`config.mk`:
```
export PLATFORM = sky130hd
export DESIGN_NAME = timer16_capture_compare_units
export DESIGN_NICKNAME = d
export VERILOG_FILES = /design/src/pkg/timer16_cc_pkg.sv /design/src/verilog/capture_filter.sv /design/src/verilog/timer16_capture_compare_units.sv
export VERILOG_INCLUDE_DIRS = /design/src /design/src/pkg
export SDC_FILE = /design/constraint.sdc
export NUM_CORES = 1
export LEC_CHECK = 0
export BUFFER_PORTS_ARGS = -buffer_cell sky130_fd_sc_hd__buf_2
export CORE_MARGIN = 1
export CORE_UTILIZATION = 50
export DETAILED_ROUTE_END_ITERATION = 12
export MAX_ROUTING_LAYER = met4
export PLACE_DENSITY_LB_ADDON = 0.15
export REMOVE_ABC_BUFFERS = 1
export SLEW_MARGIN = 20
export SYNTH_ARGS = -nofsm -noshare
export SYNTH_HDL_FRONTEND = slang
export SYNTH_SLANG_ARGS = --single-unit
```
`constraint.sdc`:
```
create_clock -name clock -period 3.3 [get_ports clock]
set_input_delay 0.33 -clock clock [delete_from_list [all_inputs] [get_ports clock]]
set_output_delay 0.33 -clock clock [all_outputs]
set_load 0.005 [all_outputs]
```
`src/pkg/timer16_cc_consts.svh`:
```
// constants for the timer capture and compare units
`ifndef TIMER16_CC_CONSTS_SVH
`define TIMER16_CC_CONSTS_SVH

// ----------------------------------------
// register offsets on the 8-bit port
// ----------------------------------------
`define ADDR_CTRL_A 8'h00
`define ADDR_CTRL_B 8'h01
`define ADDR_FORCE 8'h02
`define ADDR_CAP_L 8'h06
`define ADDR_CAP_H 8'h07
`define ADDR_CMPA_L 8'h08
`define ADDR_CMPA_H 8'h09
`define ADDR_CMPB_L 8'h0A
`define ADDR_CMPB_H 8'h0B
`define ADDR_IRQ_EN 8'h0C
`define ADDR_FLAGS 8'h0D

// ----------------------------------------
// field positions
// ----------------------------------------
`define CTRL_A_ACT_A_HI 7
`define CTRL_A_ACT_A_LO 6
`define CTRL_A_ACT_B_HI 5
`define CTRL_A_ACT_B_LO 4
`define CTRL_A_MODE_HI 1
`define CTRL_A_MODE_LO 0
`define CTRL_B_FILTER 7
`define CTRL_B_EDGE 6
`define CTRL_B_MODE_HI 4
`define CTRL_B_MODE_LO 3
`define FORCE_A_BIT 7
`define FORCE_B_BIT 6
`define FLAG_CAPTURE 0
`define FLAG_CMP_A 1
`define FLAG_CMP_B 2

// ----------------------------------------
// mode sets, one bit per waveform mode number
// ----------------------------------------
`define MODES_PWM 16'hCFEE
`define MODES_FAST 16'hC0E0
`define MODES_CAPTURE_TOP 16'h5500
`define MODES_UPDATE_AT_TOP 16'h0C0E

// ----------------------------------------
// reset values and filter depth
// ----------------------------------------
`define BYTE_ZERO 8'h00
`define WORD_ZERO 16'h0000
`define FILTER_SAMPLES 4

`endif

```
`src/pkg/timer16_cc_pkg.sv`:
```
// types shared by the capture and compare unit files
`include "timer16_cc_consts.svh"

package timer16_cc_pkg;

  // compare output action encoding
  typedef enum logic [1:0] {ACT_OFF, ACT_TOGGLE, ACT_CLEAR, ACT_SET} compare_action_t;

  // one cycle of the register port
  typedef struct packed {
    logic [7:0] addr;
    logic [7:0] wdata;
    logic wr;
    logic rd;
  } bus_req_t;

  // what the counter unit tells the channels
  typedef struct packed {
    logic [15:0] value;
    logic tick;
    logic at_top;
    logic at_bottom;
    logic counting_down;
    logic written;
  } counter_view_t;

  // state of the noise filter
  typedef struct packed {
    logic [`FILTER_SAMPLES-1:0] history;
    logic stable;
  } filter_state_t;

  // state of the whole unit
  typedef struct packed {
    logic [1:0][1:0] action;
    logic [3:0] mode;
    logic filter_en;
    logic edge_rise;
    logic [7:0] high_latch;
    logic [15:0] capture_value;
    logic [1:0][15:0] compare_value;
    logic [1:0][15:0] compare_buffer;
    logic [1:0] compare_output_bit;
    logic [1:0] compare_flag;
    logic capture_flag;
    logic [1:0] compare_irq_enable;
    logic capture_irq_enable;
    logic match_block;
    logic prev_level;
    logic [7:0] rd_data;
  } unit_state_t;

endpackage

```
`src/verilog/capture_filter.sv`:
```
// noise filter ahead of the capture edge detector
`timescale 1ns/1ps
`default_nettype none
`include "timer16_cc_consts.svh"

module capture_filter
  import timer16_cc_pkg::*;
(
  // clock and reset
  input wire logic clock,
  input wire logic reset_n,
  // sample input and control
  input wire logic sample_in,
  input wire logic filter_enable,
  // level for the edge detector
  output logic level_out
);

  filter_state_t s_r; // registered state
  filter_state_t s_nxt; // next state

  // ----------------------------------------
  // next state
  // ----------------------------------------
  // samples run on the system clock, so the prescaler never slows them
  always_comb begin
    s_nxt = s_r;
    s_nxt.history = {s_r.history[`FILTER_SAMPLES-2:0], sample_in};
    // output moves only on a full run of equal samples
    if (&s_r.history) begin
      s_nxt.stable = 1'b1;
    end else if (~|s_r.history) begin
      s_nxt.stable = 1'b0;
    end
  end

  // state register
  always_ff @(posedge clock or negedge reset_n) begin
    if (!reset_n) begin
      s_r <= '0;
    end else begin
      s_r <= s_nxt;
    end
  end

  // filtered level lags the plain sample by four clocks
  assign level_out = filter_enable ? s_r.stable : s_r.history[0];

  a_filter_run_equal: assert property (
    @(posedge clock) disable iff (!reset_n)
    (s_r.stable != $past(s_r.stable)) |-> ($past(&s_r.history) || $past(~|s_r.history))
  ) else $error("filter output moved without four equal samples");

endmodule
`default_nettype wire

```
`src/verilog/timer16_capture_compare_units.sv`:
```
// input capture front end and compare channels of a 16-bit timer
//
// Decided for this implementation: the address-and-strobe port and the register addresses.
`timescale 1ns/1ps
`default_nettype none
`include "timer16_cc_consts.svh"

module timer16_capture_compare_units
  import timer16_cc_pkg::*;
(
  // clock and reset
  input wire logic clock,
  input wire logic reset_n,
  // register port
  input wire bus_req_t bus,
  output logic [7:0] read_data,
  // counter unit view
  input wire counter_view_t counter_in,
  // capture pin and its port bits
  input wire logic capture_input_pin,
  input wire logic capture_port_out,
  input wire logic capture_port_dir,
  // compare pins and their port bits
  input wire logic [1:0] port_out_bits,
  input wire logic [1:0] output_pin_direction_bit,
  output logic [1:0] compare_pin_out,
  output logic [1:0] compare_pin_oe,
  // interrupt requests and acknowledges
  output logic capture_irq,
  output logic [1:0] compare_irq,
  input wire logic capture_irq_ack,
  input wire logic [1:0] compare_irq_ack,
  // values offered to the counter unit as top
  output logic [15:0] compare_a_top,
  output logic [15:0] capture_top
);

  unit_state_t s_r; // registered state
  unit_state_t s_nxt; // next state

  logic pwm_mode; // double buffering active
  logic fast_mode; // single slope pwm
  logic capture_top_mode; // capture value sets top
  logic buffer_load; // buffer to compare transfer point
  logic pin_level; // level entering the filter
  logic filtered; // filter or plain sample output
  logic capture_edge; // qualified capture event
  logic [1:0] hit; // comparator match on a tick
  logic [1:0] force_now; // accepted force strobes
  logic [2:0] flag_clear; // write-one clears of the flags

  // ----------------------------------------
  // mode decode
  // ----------------------------------------
  // one-hot pick of the mode bit keeps each decode exactly one bit wide
  assign pwm_mode = |(`MODES_PWM & (16'h0001 << s_r.mode));
  assign fast_mode = |(`MODES_FAST & (16'h0001 << s_r.mode));
  assign capture_top_mode = |(`MODES_CAPTURE_TOP & (16'h0001 << s_r.mode));
  // phase correct loads at top, the others at bottom
  assign buffer_load = counter_in.tick && pwm_mode &&
    (|(`MODES_UPDATE_AT_TOP & (16'h0001 << s_r.mode)) ? counter_in.at_top
                                                      : counter_in.at_bottom);

  // ----------------------------------------
  // capture front end
  // ----------------------------------------
  // a driven port replaces the pad, so software can fire a capture
  assign pin_level = capture_port_dir ? capture_port_out : capture_input_pin;

  capture_filter filter_u (
    .clock(clock),
    .reset_n(reset_n),
    .sample_in(pin_level),
    .filter_enable(s_r.filter_en),
    .level_out(filtered)
  );

  // edge detector; the action bits play no part here
  assign capture_edge = !capture_top_mode && (filtered != s_r.prev_level) &&
    (filtered == s_r.edge_rise);

  // ----------------------------------------
  // comparators and force strobes
  // ----------------------------------------
  // matches seen while a counter write is pending are dropped
  always_comb begin
    for (int ch = 0; ch < 2; ch++) begin
      hit[ch] = counter_in.tick && !s_r.match_block &&
        (counter_in.value == s_r.compare_value[ch]);
    end
    force_now[0] = bus.wr && bus.addr == `ADDR_FORCE && bus.wdata[`FORCE_A_BIT] && !pwm_mode;
    force_now[1] = bus.wr && bus.addr == `ADDR_FORCE && bus.wdata[`FORCE_B_BIT] && !pwm_mode;
    flag_clear = (bus.wr && bus.addr == `ADDR_FLAGS) ? bus.wdata[2:0] : 3'h0;
  end

  // ----------------------------------------
  // next state
  // ----------------------------------------
  always_comb begin
    s_nxt = s_r;
    s_nxt.rd_data = `BYTE_ZERO; // read data stands one cycle only
    s_nxt.prev_level = filtered;
    // counter write arms blocking, the next tick spends it
    if (counter_in.written) begin
      s_nxt.match_block = 1'b1;
    end else if (counter_in.tick) begin
      s_nxt.match_block = 1'b0;
    end
    // register writes
    if (bus.wr) begin
      unique case (bus.addr)
        `ADDR_CTRL_A: begin
          s_nxt.action[0] = bus.wdata[`CTRL_A_ACT_A_HI:`CTRL_A_ACT_A_LO];
          s_nxt.action[1] = bus.wdata[`CTRL_A_ACT_B_HI:`CTRL_A_ACT_B_LO];
          s_nxt.mode[1:0] = bus.wdata[`CTRL_A_MODE_HI:`CTRL_A_MODE_LO];
        end
        `ADDR_CTRL_B: begin
          s_nxt.filter_en = bus.wdata[`CTRL_B_FILTER];
          s_nxt.edge_rise = bus.wdata[`CTRL_B_EDGE];
          s_nxt.mode[3:2] = bus.wdata[`CTRL_B_MODE_HI:`CTRL_B_MODE_LO];
        end
        // every high byte goes through the one shared latch
        `ADDR_CAP_H, `ADDR_CMPA_H, `ADDR_CMPB_H: begin
          s_nxt.high_latch = bus.wdata;
        end
        `ADDR_CAP_L: begin
          // writable only while it defines top
          if (capture_top_mode) begin
            s_nxt.capture_value = {s_r.high_latch, bus.wdata};
          end
        end
        `ADDR_CMPA_L, `ADDR_CMPB_L: begin
          if (pwm_mode) begin
            s_nxt.compare_buffer[bus.addr[1]] = {s_r.high_latch, bus.wdata};
          end else begin
            s_nxt.compare_value[bus.addr[1]] = {s_r.high_latch, bus.wdata};
          end
        end
        `ADDR_IRQ_EN: begin
          s_nxt.capture_irq_enable = bus.wdata[`FLAG_CAPTURE];
          s_nxt.compare_irq_enable = bus.wdata[`FLAG_CMP_B:`FLAG_CMP_A];
        end
        default: begin
          // force and flag writes act through their own terms
        end
      endcase
    end
    // register reads, answered on the next cycle
    if (bus.rd) begin
      unique case (bus.addr)
        `ADDR_CTRL_A: s_nxt.rd_data = {s_r.action[0], s_r.action[1], 2'h0, s_r.mode[1:0]};
        `ADDR_CTRL_B: s_nxt.rd_data = {s_r.filter_en, s_r.edge_rise, 1'b0,
                                       s_r.mode[3:2], 3'h0};
        `ADDR_CAP_L: begin
          // low read freezes the high byte for the next read
          s_nxt.rd_data = s_r.capture_value[7:0];
          s_nxt.high_latch = s_r.capture_value[15:8];
        end
        `ADDR_CAP_H: s_nxt.rd_data = s_r.high_latch;
        // compare registers read straight, bypassing the latch
        `ADDR_CMPA_L, `ADDR_CMPB_L: s_nxt.rd_data = pwm_mode ?
          s_r.compare_buffer[bus.addr[1]][7:0] : s_r.compare_value[bus.addr[1]][7:0];
        `ADDR_CMPA_H, `ADDR_CMPB_H: s_nxt.rd_data = pwm_mode ?
          s_r.compare_buffer[bus.addr[1]][15:8] : s_r.compare_value[bus.addr[1]][15:8];
        `ADDR_IRQ_EN: s_nxt.rd_data = {5'h00, s_r.compare_irq_enable, s_r.capture_irq_enable};
        `ADDR_FLAGS: s_nxt.rd_data = {5'h00, s_r.compare_flag, s_r.capture_flag};
        default: s_nxt.rd_data = `BYTE_ZERO;
      endcase
    end
    // capture: copy and flag in the same clock, old value lost
    s_nxt.capture_flag = s_r.capture_flag &&
      !(flag_clear[`FLAG_CAPTURE] || capture_irq_ack);
    if (capture_edge) begin
      s_nxt.capture_value = counter_in.value;
      s_nxt.capture_flag = 1'b1;
    end
    // compare channels
    for (int ch = 0; ch < 2; ch++) begin
      // set beats clear when both land together
      s_nxt.compare_flag[ch] = (s_r.compare_flag[ch] &&
        !(flag_clear[`FLAG_CMP_A + ch] || compare_irq_ack[ch])) || hit[ch];
      if (buffer_load) begin
        s_nxt.compare_value[ch] = s_r.compare_buffer[ch];
      end
      // waveform generator
      if (!pwm_mode) begin
        if (hit[ch] || force_now[ch]) begin
          unique case (compare_action_t'(s_r.action[ch]))
            ACT_OFF: s_nxt.compare_output_bit[ch] = s_r.compare_output_bit[ch];
            ACT_TOGGLE: s_nxt.compare_output_bit[ch] = !s_r.compare_output_bit[ch];
            ACT_CLEAR: s_nxt.compare_output_bit[ch] = 1'b0;
            ACT_SET: s_nxt.compare_output_bit[ch] = 1'b1;
          endcase
        end
      end else if (s_r.action[ch][1]) begin
        // single slope: match sets one level, bottom the other
        if (fast_mode && hit[ch]) begin
          s_nxt.compare_output_bit[ch] = s_r.action[ch][0];
        end else if (fast_mode && counter_in.tick && counter_in.at_bottom) begin
          s_nxt.compare_output_bit[ch] = !s_r.action[ch][0];
        end else if (!fast_mode && hit[ch]) begin
          // dual slope: level follows the count direction
          s_nxt.compare_output_bit[ch] = s_r.action[ch][0] ^ counter_in.counting_down;
        end
      end
    end
  end

  // ----------------------------------------
  // state register
  // ----------------------------------------
  // output bits clear here on reset or through the waveform generator; a mode change leaves them alone
  always_ff @(posedge clock or negedge reset_n) begin
    if (!reset_n) begin
      s_r <= '0;
    end else begin
      s_r <= s_nxt;
    end
  end

  // ----------------------------------------
  // outputs
  // ----------------------------------------
  assign read_data = s_r.rd_data;
  assign compare_a_top = s_r.compare_value[0];
  assign capture_top = s_r.capture_value;
  assign capture_irq = s_r.capture_flag && s_r.capture_irq_enable;
  assign compare_irq = s_r.compare_flag & s_r.compare_irq_enable;
  // pin shows the channel bit whenever its action is not off; the direction bit only sets the enable
  always_comb begin
    for (int ch = 0; ch < 2; ch++) begin
      compare_pin_out[ch] = (s_r.action[ch] != 2'h0) ? s_r.compare_output_bit[ch]
                                                     : port_out_bits[ch];
      compare_pin_oe[ch] = output_pin_direction_bit[ch];
    end
  end

  // ----------------------------------------
  // checks
  // ----------------------------------------
  a_capture_copy: assert property (
    @(posedge clock) disable iff (!reset_n)
    capture_edge |=> (s_r.capture_value == $past(counter_in.value)) && s_r.capture_flag
  ) else $error("capture did not copy counter and set flag");

  a_capture_top_off: assert property (
    @(posedge clock) disable iff (!reset_n)
    (capture_top_mode && !s_r.capture_flag) |=> !s_r.capture_flag
  ) else $error("capture flag set while capture defines top");

  a_match_sets_flag: assert property (
    @(posedge clock) disable iff (!reset_n)
    (counter_in.tick && !s_r.match_block && counter_in.value == s_r.compare_value[0])
      |=> s_r.compare_flag[0]
  ) else $error("match on channel a did not set its flag");

  a_write_blocks_match: assert property (
    @(posedge clock) disable iff (!reset_n)
    (counter_in.written ##1 (!counter_in.tick && !counter_in.written)
      ##1 (counter_in.tick && s_r.compare_flag == 2'h0))
      |=> s_r.compare_flag == 2'h0
  ) else $error("match after counter write was not blocked");

  a_ack_clears_flag: assert property (
    @(posedge clock) disable iff (!reset_n)
    (compare_irq_ack[0] && !hit[0]) |=> !s_r.compare_flag[0] && !compare_irq[0]
  ) else $error("acknowledge did not clear channel a flag");

  a_force_no_flag: assert property (
    @(posedge clock) disable iff (!reset_n)
    (force_now[0] && !hit[0] && !s_r.compare_flag[0] && s_r.action[0] == 2'h3)
      |=> !s_r.compare_flag[0] && s_r.compare_output_bit[0]
  ) else $error("force strobe misbehaved on channel a");

  a_direct_write: assert property (
    @(posedge clock) disable iff (!reset_n)
    (bus.wr && bus.addr == `ADDR_CMPB_L && !pwm_mode && !buffer_load)
      |=> s_r.compare_value[1] == {$past(s_r.high_latch), $past(bus.wdata)}
  ) else $error("direct compare write did not join latch and low byte");

  a_buffer_holds: assert property (
    @(posedge clock) disable iff (!reset_n)
    (pwm_mode && bus.wr && bus.addr == `ADDR_CMPA_L && !buffer_load)
      |=> s_r.compare_value[0] == $past(s_r.compare_value[0])
  ) else $error("buffered compare changed before its load point");

  a_compare_read: assert property (
    @(posedge clock) disable iff (!reset_n)
    (bus.rd && bus.addr == `ADDR_CMPA_H && !pwm_mode)
      |=> read_data == $past(s_r.compare_value[0][15:8])
      ##1 (read_data == `BYTE_ZERO || $past(bus.rd))
  ) else $error("compare high read did not return the register directly");

  a_pin_override: assert property (
    @(posedge clock) disable iff (!reset_n)
    (s_r.action[0] != 2'h0) |-> compare_pin_out[0] == s_r.compare_output_bit[0]
  ) else $error("channel a did not override the port value");

endmodule
`default_nettype wire
```
Word level (Yosys, flattened, before mapping). Index checks and enable logic that the tools add are counted.

Bitwise logic cells: 3. Reduce and logical (&&, ||, !) cells: 72. Multiplexer cells: 49. Order comparisons: 2. Shift operators: 1. $mul: 0. Divide/modulo/power cells: 0. $add $sub $neg: 0. Equal/unequal tests: 28.

Operators with widths (count): 16-bit two-way mux (10); 88-bit two-way mux (1); 32-bit bitwise mux (2); 32-bit two-way mux (2); 64-bit two-way mux (1); 8-bit one-hot mux with 8 select lines (1); 8-bit by 4-bit == test with 1-bit output, second input constant (6); 8-bit two-way mux (6); 16-bit == test (2); 1-bit logical AND (24); 1-bit two-way mux (22); 2-bit nonzero test (10); 16-bit demux with 1-bit select (1); 8-bit by 3-bit == test with 1-bit output, second input constant (2); 1-bit by 4-bit left shift with 16-bit output, first input constant (1); 4-bit AND reduction (3); 12-bit OR reduction (1); 1-bit logical NOT (11); 5-bit OR reduction (2); 3-bit AND reduction (3); 2-bit == test, second input constant (4); 8-bit by 1-bit == test with 1-bit output, second input constant (1); 8-bit by 2-bit == test with 1-bit output, second input constant (1); 8-bit logical NOT (1); 18 further kinds (37).

Memories: 0. Bits in latches: 0. Input bits: 51. Output and inout port bits: 47. ROM bits: 0. RAM bits: 0. Flip-flop bits (word level): 121.

Logic depth before layout (Yosys ltp).
Word-level depth: 10. Depth in mapped cells: 10. Depth with buffers taken out: 7.

Modules after synthesis. A second synthesis with hierarchy kept.

Cells, all modules: 664. Area total of the unflattened synthesis: 6886.6 µm².

By module, submodules not included: timer16_capture_compare_units (area an instance 6723.9 µm², instances 1, cells an instance 655, seq. area each 2902.8 µm²); capture_filter (area an instance 162.7 µm², instances 1, cells an instance 9, seq. area each 125.1 µm²).

Worst setup path before layout. OpenSTA, ideal clock, no wires.

Path type: in2reg. Start point: input port bus[15] (netlist bit). End point: register s_r, in the netlist compare_a_top[12]. Library setup time: 0.126 ns. Stages on the path: 10. Required time: 3.174 ns. Buffers on the path: 3. Arrival time: 2.227 ns. Path slack: 0.947 ns. Cells stage by stage: nor4_4 nand2b_4 nor2_4 buf_6 nand2_2 or3_1 buf_2 nor2b_4 buf_6 a221o_1.

Word-level cells in the longest chain between the ends: 4. Elaborated cells between the ends (all ways): 5. Those cells by class: 2 x eq/ne; 3 x reduce/logical.

Ends and longest elaborated chain: from (decl) (line timer16_capture_compare_units.sv:15) `input wire bus_req_t bus,`; 8-bit by 4-bit == test with 1-bit output (line timer16_capture_compare_units.sv:111) `unique case (bus.addr)`; 2-bit OR reduction (*) (line timer16_capture_compare_units.sv:111); 2-bit nonzero test (no source line) (*); 3-bit AND reduction (no source line) (*); to (signal assigned) (line timer16_capture_compare_units.sv:217) `s_r <= s_nxt;`; to (decl) (line timer16_capture_compare_units.sv:38) `unit_state_t s_r;`.

Every way passes the cells marked *; elsewhere a longest branch is shown, timed or not. A chain may end at the register's enable or synchronous reset.

Worst setup path after layout.
Start point: register s_r[111] (netlist bit). End point: register s_r, in the netlist compare_a_top[0].

Word-level cells in the longest chain between the ends: 6. Elaborated cells between the ends (all ways): 11. Those cells by class: 1 x eq/ne; 1 x shift; 2 x mux; 7 x reduce/logical.

Ends and longest elaborated chain: 1-bit by 4-bit left shift with 16-bit output (*) (line timer16_capture_compare_units.sv:61) `` (|(`MODES_UPDATE_AT_TOP & (16'h0001 << s_r.mode)) ? counter_in.at_top ``; 12-bit OR reduction / 5-bit OR reduction (equally long branches) (line timer16_capture_compare_units.sv:56, timer16_capture_compare_units.sv:61); 1-bit logical AND / 1-bit two-way mux (equally long branches) (line timer16_capture_compare_units.sv:60, timer16_capture_compare_units.sv:61); 1-bit logical AND (line timer16_capture_compare_units.sv:60) `assign buffer_load = counter_in.tick && pwm_mode &&`; 2-bit by 1-bit inequality test with 1-bit output (no source line) / 2-bit nonzero test (equally long branches); 3-bit AND reduction (no source line).

Marked as above.

==> impl_metrics.csv <==
group,metric,value,unit
route,vias,5592,
floorplanning,die_h,119,um
setup_path,cp_cell_sequence,"nor2b_1 > a211o_1 > or3_1 > buf_4 > nor2b_4 > a221o_1",
worst_hold_path,hold_class,"in2reg",
synthesis,synth_async_sr_flop_share,100,%
grt,grt_pass1_wl,31600,um
floorplanning,fp.dieW,119,um
clock_tree,numCtsBuffers,17,
synthesis,synthFlopType,"dfrtp_1",
grt,use_met1,41.6,%
timing,period_needed,2570,ps
grt,grt_pass1_vias,5514,
cells_and_area,area_delta_synth_final,13.1,%
clock_tree,clock_latency,420,ps
grt,grt.busiest_layer,"met2",
grt,antenna_found_initial,0,
floorplanning,num_rows,42,
route,drt-pass1-iter-count,5,
placement,dp.cells,870,
setup_path,path_buf_inv,1,
timing,fmax,389,MHz
setup_path,path_delay_family,"compound AO/OA/AOI/OAI gates",
clock_tree,cts_root_buf,"clkbuf_16",
grt,met3_usage,6.13,%
synthesis,yosysTopAreaCellShare,44.1,%
clock_tree,htreeDepth,4,
clock_tree,clk_pin_slew,50,ps
route,drtIter0Drc,464,
cells_and_area,antenna_cells,0,
synthesis,synthDistinctLibCells,56,
grt,grt_use_met2,46.2,%
synthesis,ys_seq_elements,121,
floorplanning,ios,98,
route,drc_errors,0,
setup_path,slowest_delay,550,ps
synthesis,syn_area_per_cell,10.4,um^2
clock_tree,cts_tree,"built",
timing,setup_viol,0,
cells_and_area,drive_gt1_share,29.7,%
floorplanning,core_area,0.0133,mm^2
setup_path,required,3600,ps
cells_and_area,final_util,58.4,%
synthesis,synth-edff-count,0,
placement,dp_hpwl,14400,um
timing,worst_slew_pin_slew,953,ps
power_and_ir_drop,leakage,3.65,nW
setup_path,cp.arrival,2870,ps
cells_and_area,nets,765,
timing,drv_slew,0,
setup_path,worstSetupPathType,"reg2reg",
floorplanning,die_area,0.0142,mm^2
setup_path,cp-start-kind,"register",
synthesis,synth.area.top_cells,"dfrtp_1, mux2_2, mux4_2",
synthesis,ys_warn_count,0,
timing,hold_viol_final,0,
clock_tree,cts_buffer_depth,2,
clock_tree,cts_sinks,121,
synthesis,synth_top_area_cell,"dfrtp_1",
cells_and_area,register_area,0.00303,mm^2
grt,grt_max_degree,70,
route,wire_per_inst,22.5,um
route,routed_via_density,6.21,
setup_path,end_kind,"register",
status,outcome,"finished, final reports clean",
setup_path,cpMaxStageDelayCell,"dfrtp_1",
synthesis,ys_top_cells_by_count,"dfrtp_1, nor2_1, mux2_2",
route,wl,20200,um
synthesis,seq_area_frac_synth,44.1,%
placement,io_buffers,93,
route,antenna_left,0,
synthesis,yosysMostFrequentCell,"dfrtp_1",
synthesis,syn_inst,659,
synthesis,syn_area,0.00686,mm^2
timing,max_slew_margin,35.9,%
power_and_ir_drop,powerDensity,481,mW/mm^2
floorplanning,start_util,51.6,%
grt,overflow,0,
timing,rsz0062_at_grt,"false",
cells_and_area,fin_cells,901,
power_and_ir_drop,ir_drop,327,uV
grt,grtUsageTotal,31.0,%
flow_run,max_cap_viol_count,0,
setup_path,worstPathMaxFanout,15,
cells_and_area,fillers,1146,
placement,gp_congestion,0.878,
timing,skew,4.59,ps
timing,fin_crit_sh,77.8,%
cells_and_area,multiInputGateArea,0.00329,mm^2
[per-layer routing]
layer	share of wire (%)	wire, um
met4	2.8	575
met2	47	9450
met5	0	0
met3	6.6	1340
met1	44	8870
[path summary, 6_finish.rpt]
path,endpoint,cells after the start,slack [ps],start
worst max-delay path,compare_a_top[0]$_DFFE_PN0P_,6,730,s_r[111]$_DFFE_PN0P_
worst min-delay path,s_r[9]$_DFFE_PN0P_,2,90,counter_in[0]
worst max register to register,compare_a_top[0]$_DFFE_PN0P_,6,730,s_r[111]$_DFFE_PN0P_
worst min register to register,filter_u.s_nxt[4]$_DFF_PN0_,0,390,filter_u.s_nxt[3]$_DFF_PN0_
max in group asynchronous,s_r[103]$_DFF_PN0_,3,2000,reset_n
min in group asynchronous,s_r[16]$_DFFE_PN0P_,2,490,reset_n
[repair_timing]
| action | 4_1_cts | 5_1_grt |
|---|---|---|
| endpoints found under the hold margin | 52 | 0 |
| hold buffers | 1 | 0 |
| setup buffers | 0 | 0 |
| resized for setup | 0 | 0 |
[registers in the layout, summed over array words and instances (netlist names)]
signal / count
compare_a_top: 16
s_r: 76
capture_top: 16
filter_u.s_r: 2
read_data: 8
filter_u.s_nxt: 3
[metrics by stage]
stage                     area, um^2  hold WS (ps)  TNS [ps]  setup slack, ps  power [mW]
after floorplan                 6380          34.4     -1800             -113        1.88
after global placement          7250           378         0              831        2.13
after detailed placement        7250           382         0              755        2.15
after global routing            7760          84.7         0              567        3.86
final                           7760          85.8         0              732        3.73
after CTS                       7760          79.4         0              747        3.74
[cells by family (layout without fill, tap and decap cells)]
| group | count (synthesis) | after routing | synth area share (%) |
|---|---|---|---|
| multiplexers | 84 | 84 | 15.9 |
| XOR/XNOR | 36 | 36 | 4.60 |
| AND/OR/NAND/NOR | 189 | 189 | 13.6 |
| buffers and inverters | 99 | 165 | 8.01 |
| flip-flops | 121 | 121 | 44.1 |
| AO/OA/AOI/OAI | 130 | 130 | 13.7 |
[power by group]
group	internal (mW)	total [mW]	leakage, nW	switching [mW]
registers	1.56	1.66	1.63	0.0992
logic	0.186	0.460	1.77	0.274
clock network	0.983	1.61	0.248	0.622
total	2.73	3.73	3.65	0.995
[layout make-up]
type                            count  share of cell area (%)
Inverter                           20                   0.968
Clock buffer                       26                    6.18
Sequential cell                   121                    39.0
Clock inverter                      4                   0.258
Multi-Input combinational cell    439                    42.4
Timing Repair Buffer              115                    8.35
Tap cell                          176                    2.84
[cells in the final DEF (no fill, tap or decap), types with 15 or more instances in the layout]
master | netlist | routed
dfrtp_1 | 121 | 121
buf_2 | 4 | 92
nor2_1 | 78 | 78
mux2_2 | 51 | 51
nand2_1 | 42 | 42
a21oi_1 | 33 | 33
a221o_1 | 31 | 31
xnor2_1 | 25 | 25
buf_4 | 42 | 21
inv_1 | 20 | 20
mux2i_1 | 18 | 18
clkbuf_16 | 0 | 17
o21ai_0 | 16 | 16
mux4_2 | 15 | 15
Power figures use the tool's default switching activity.
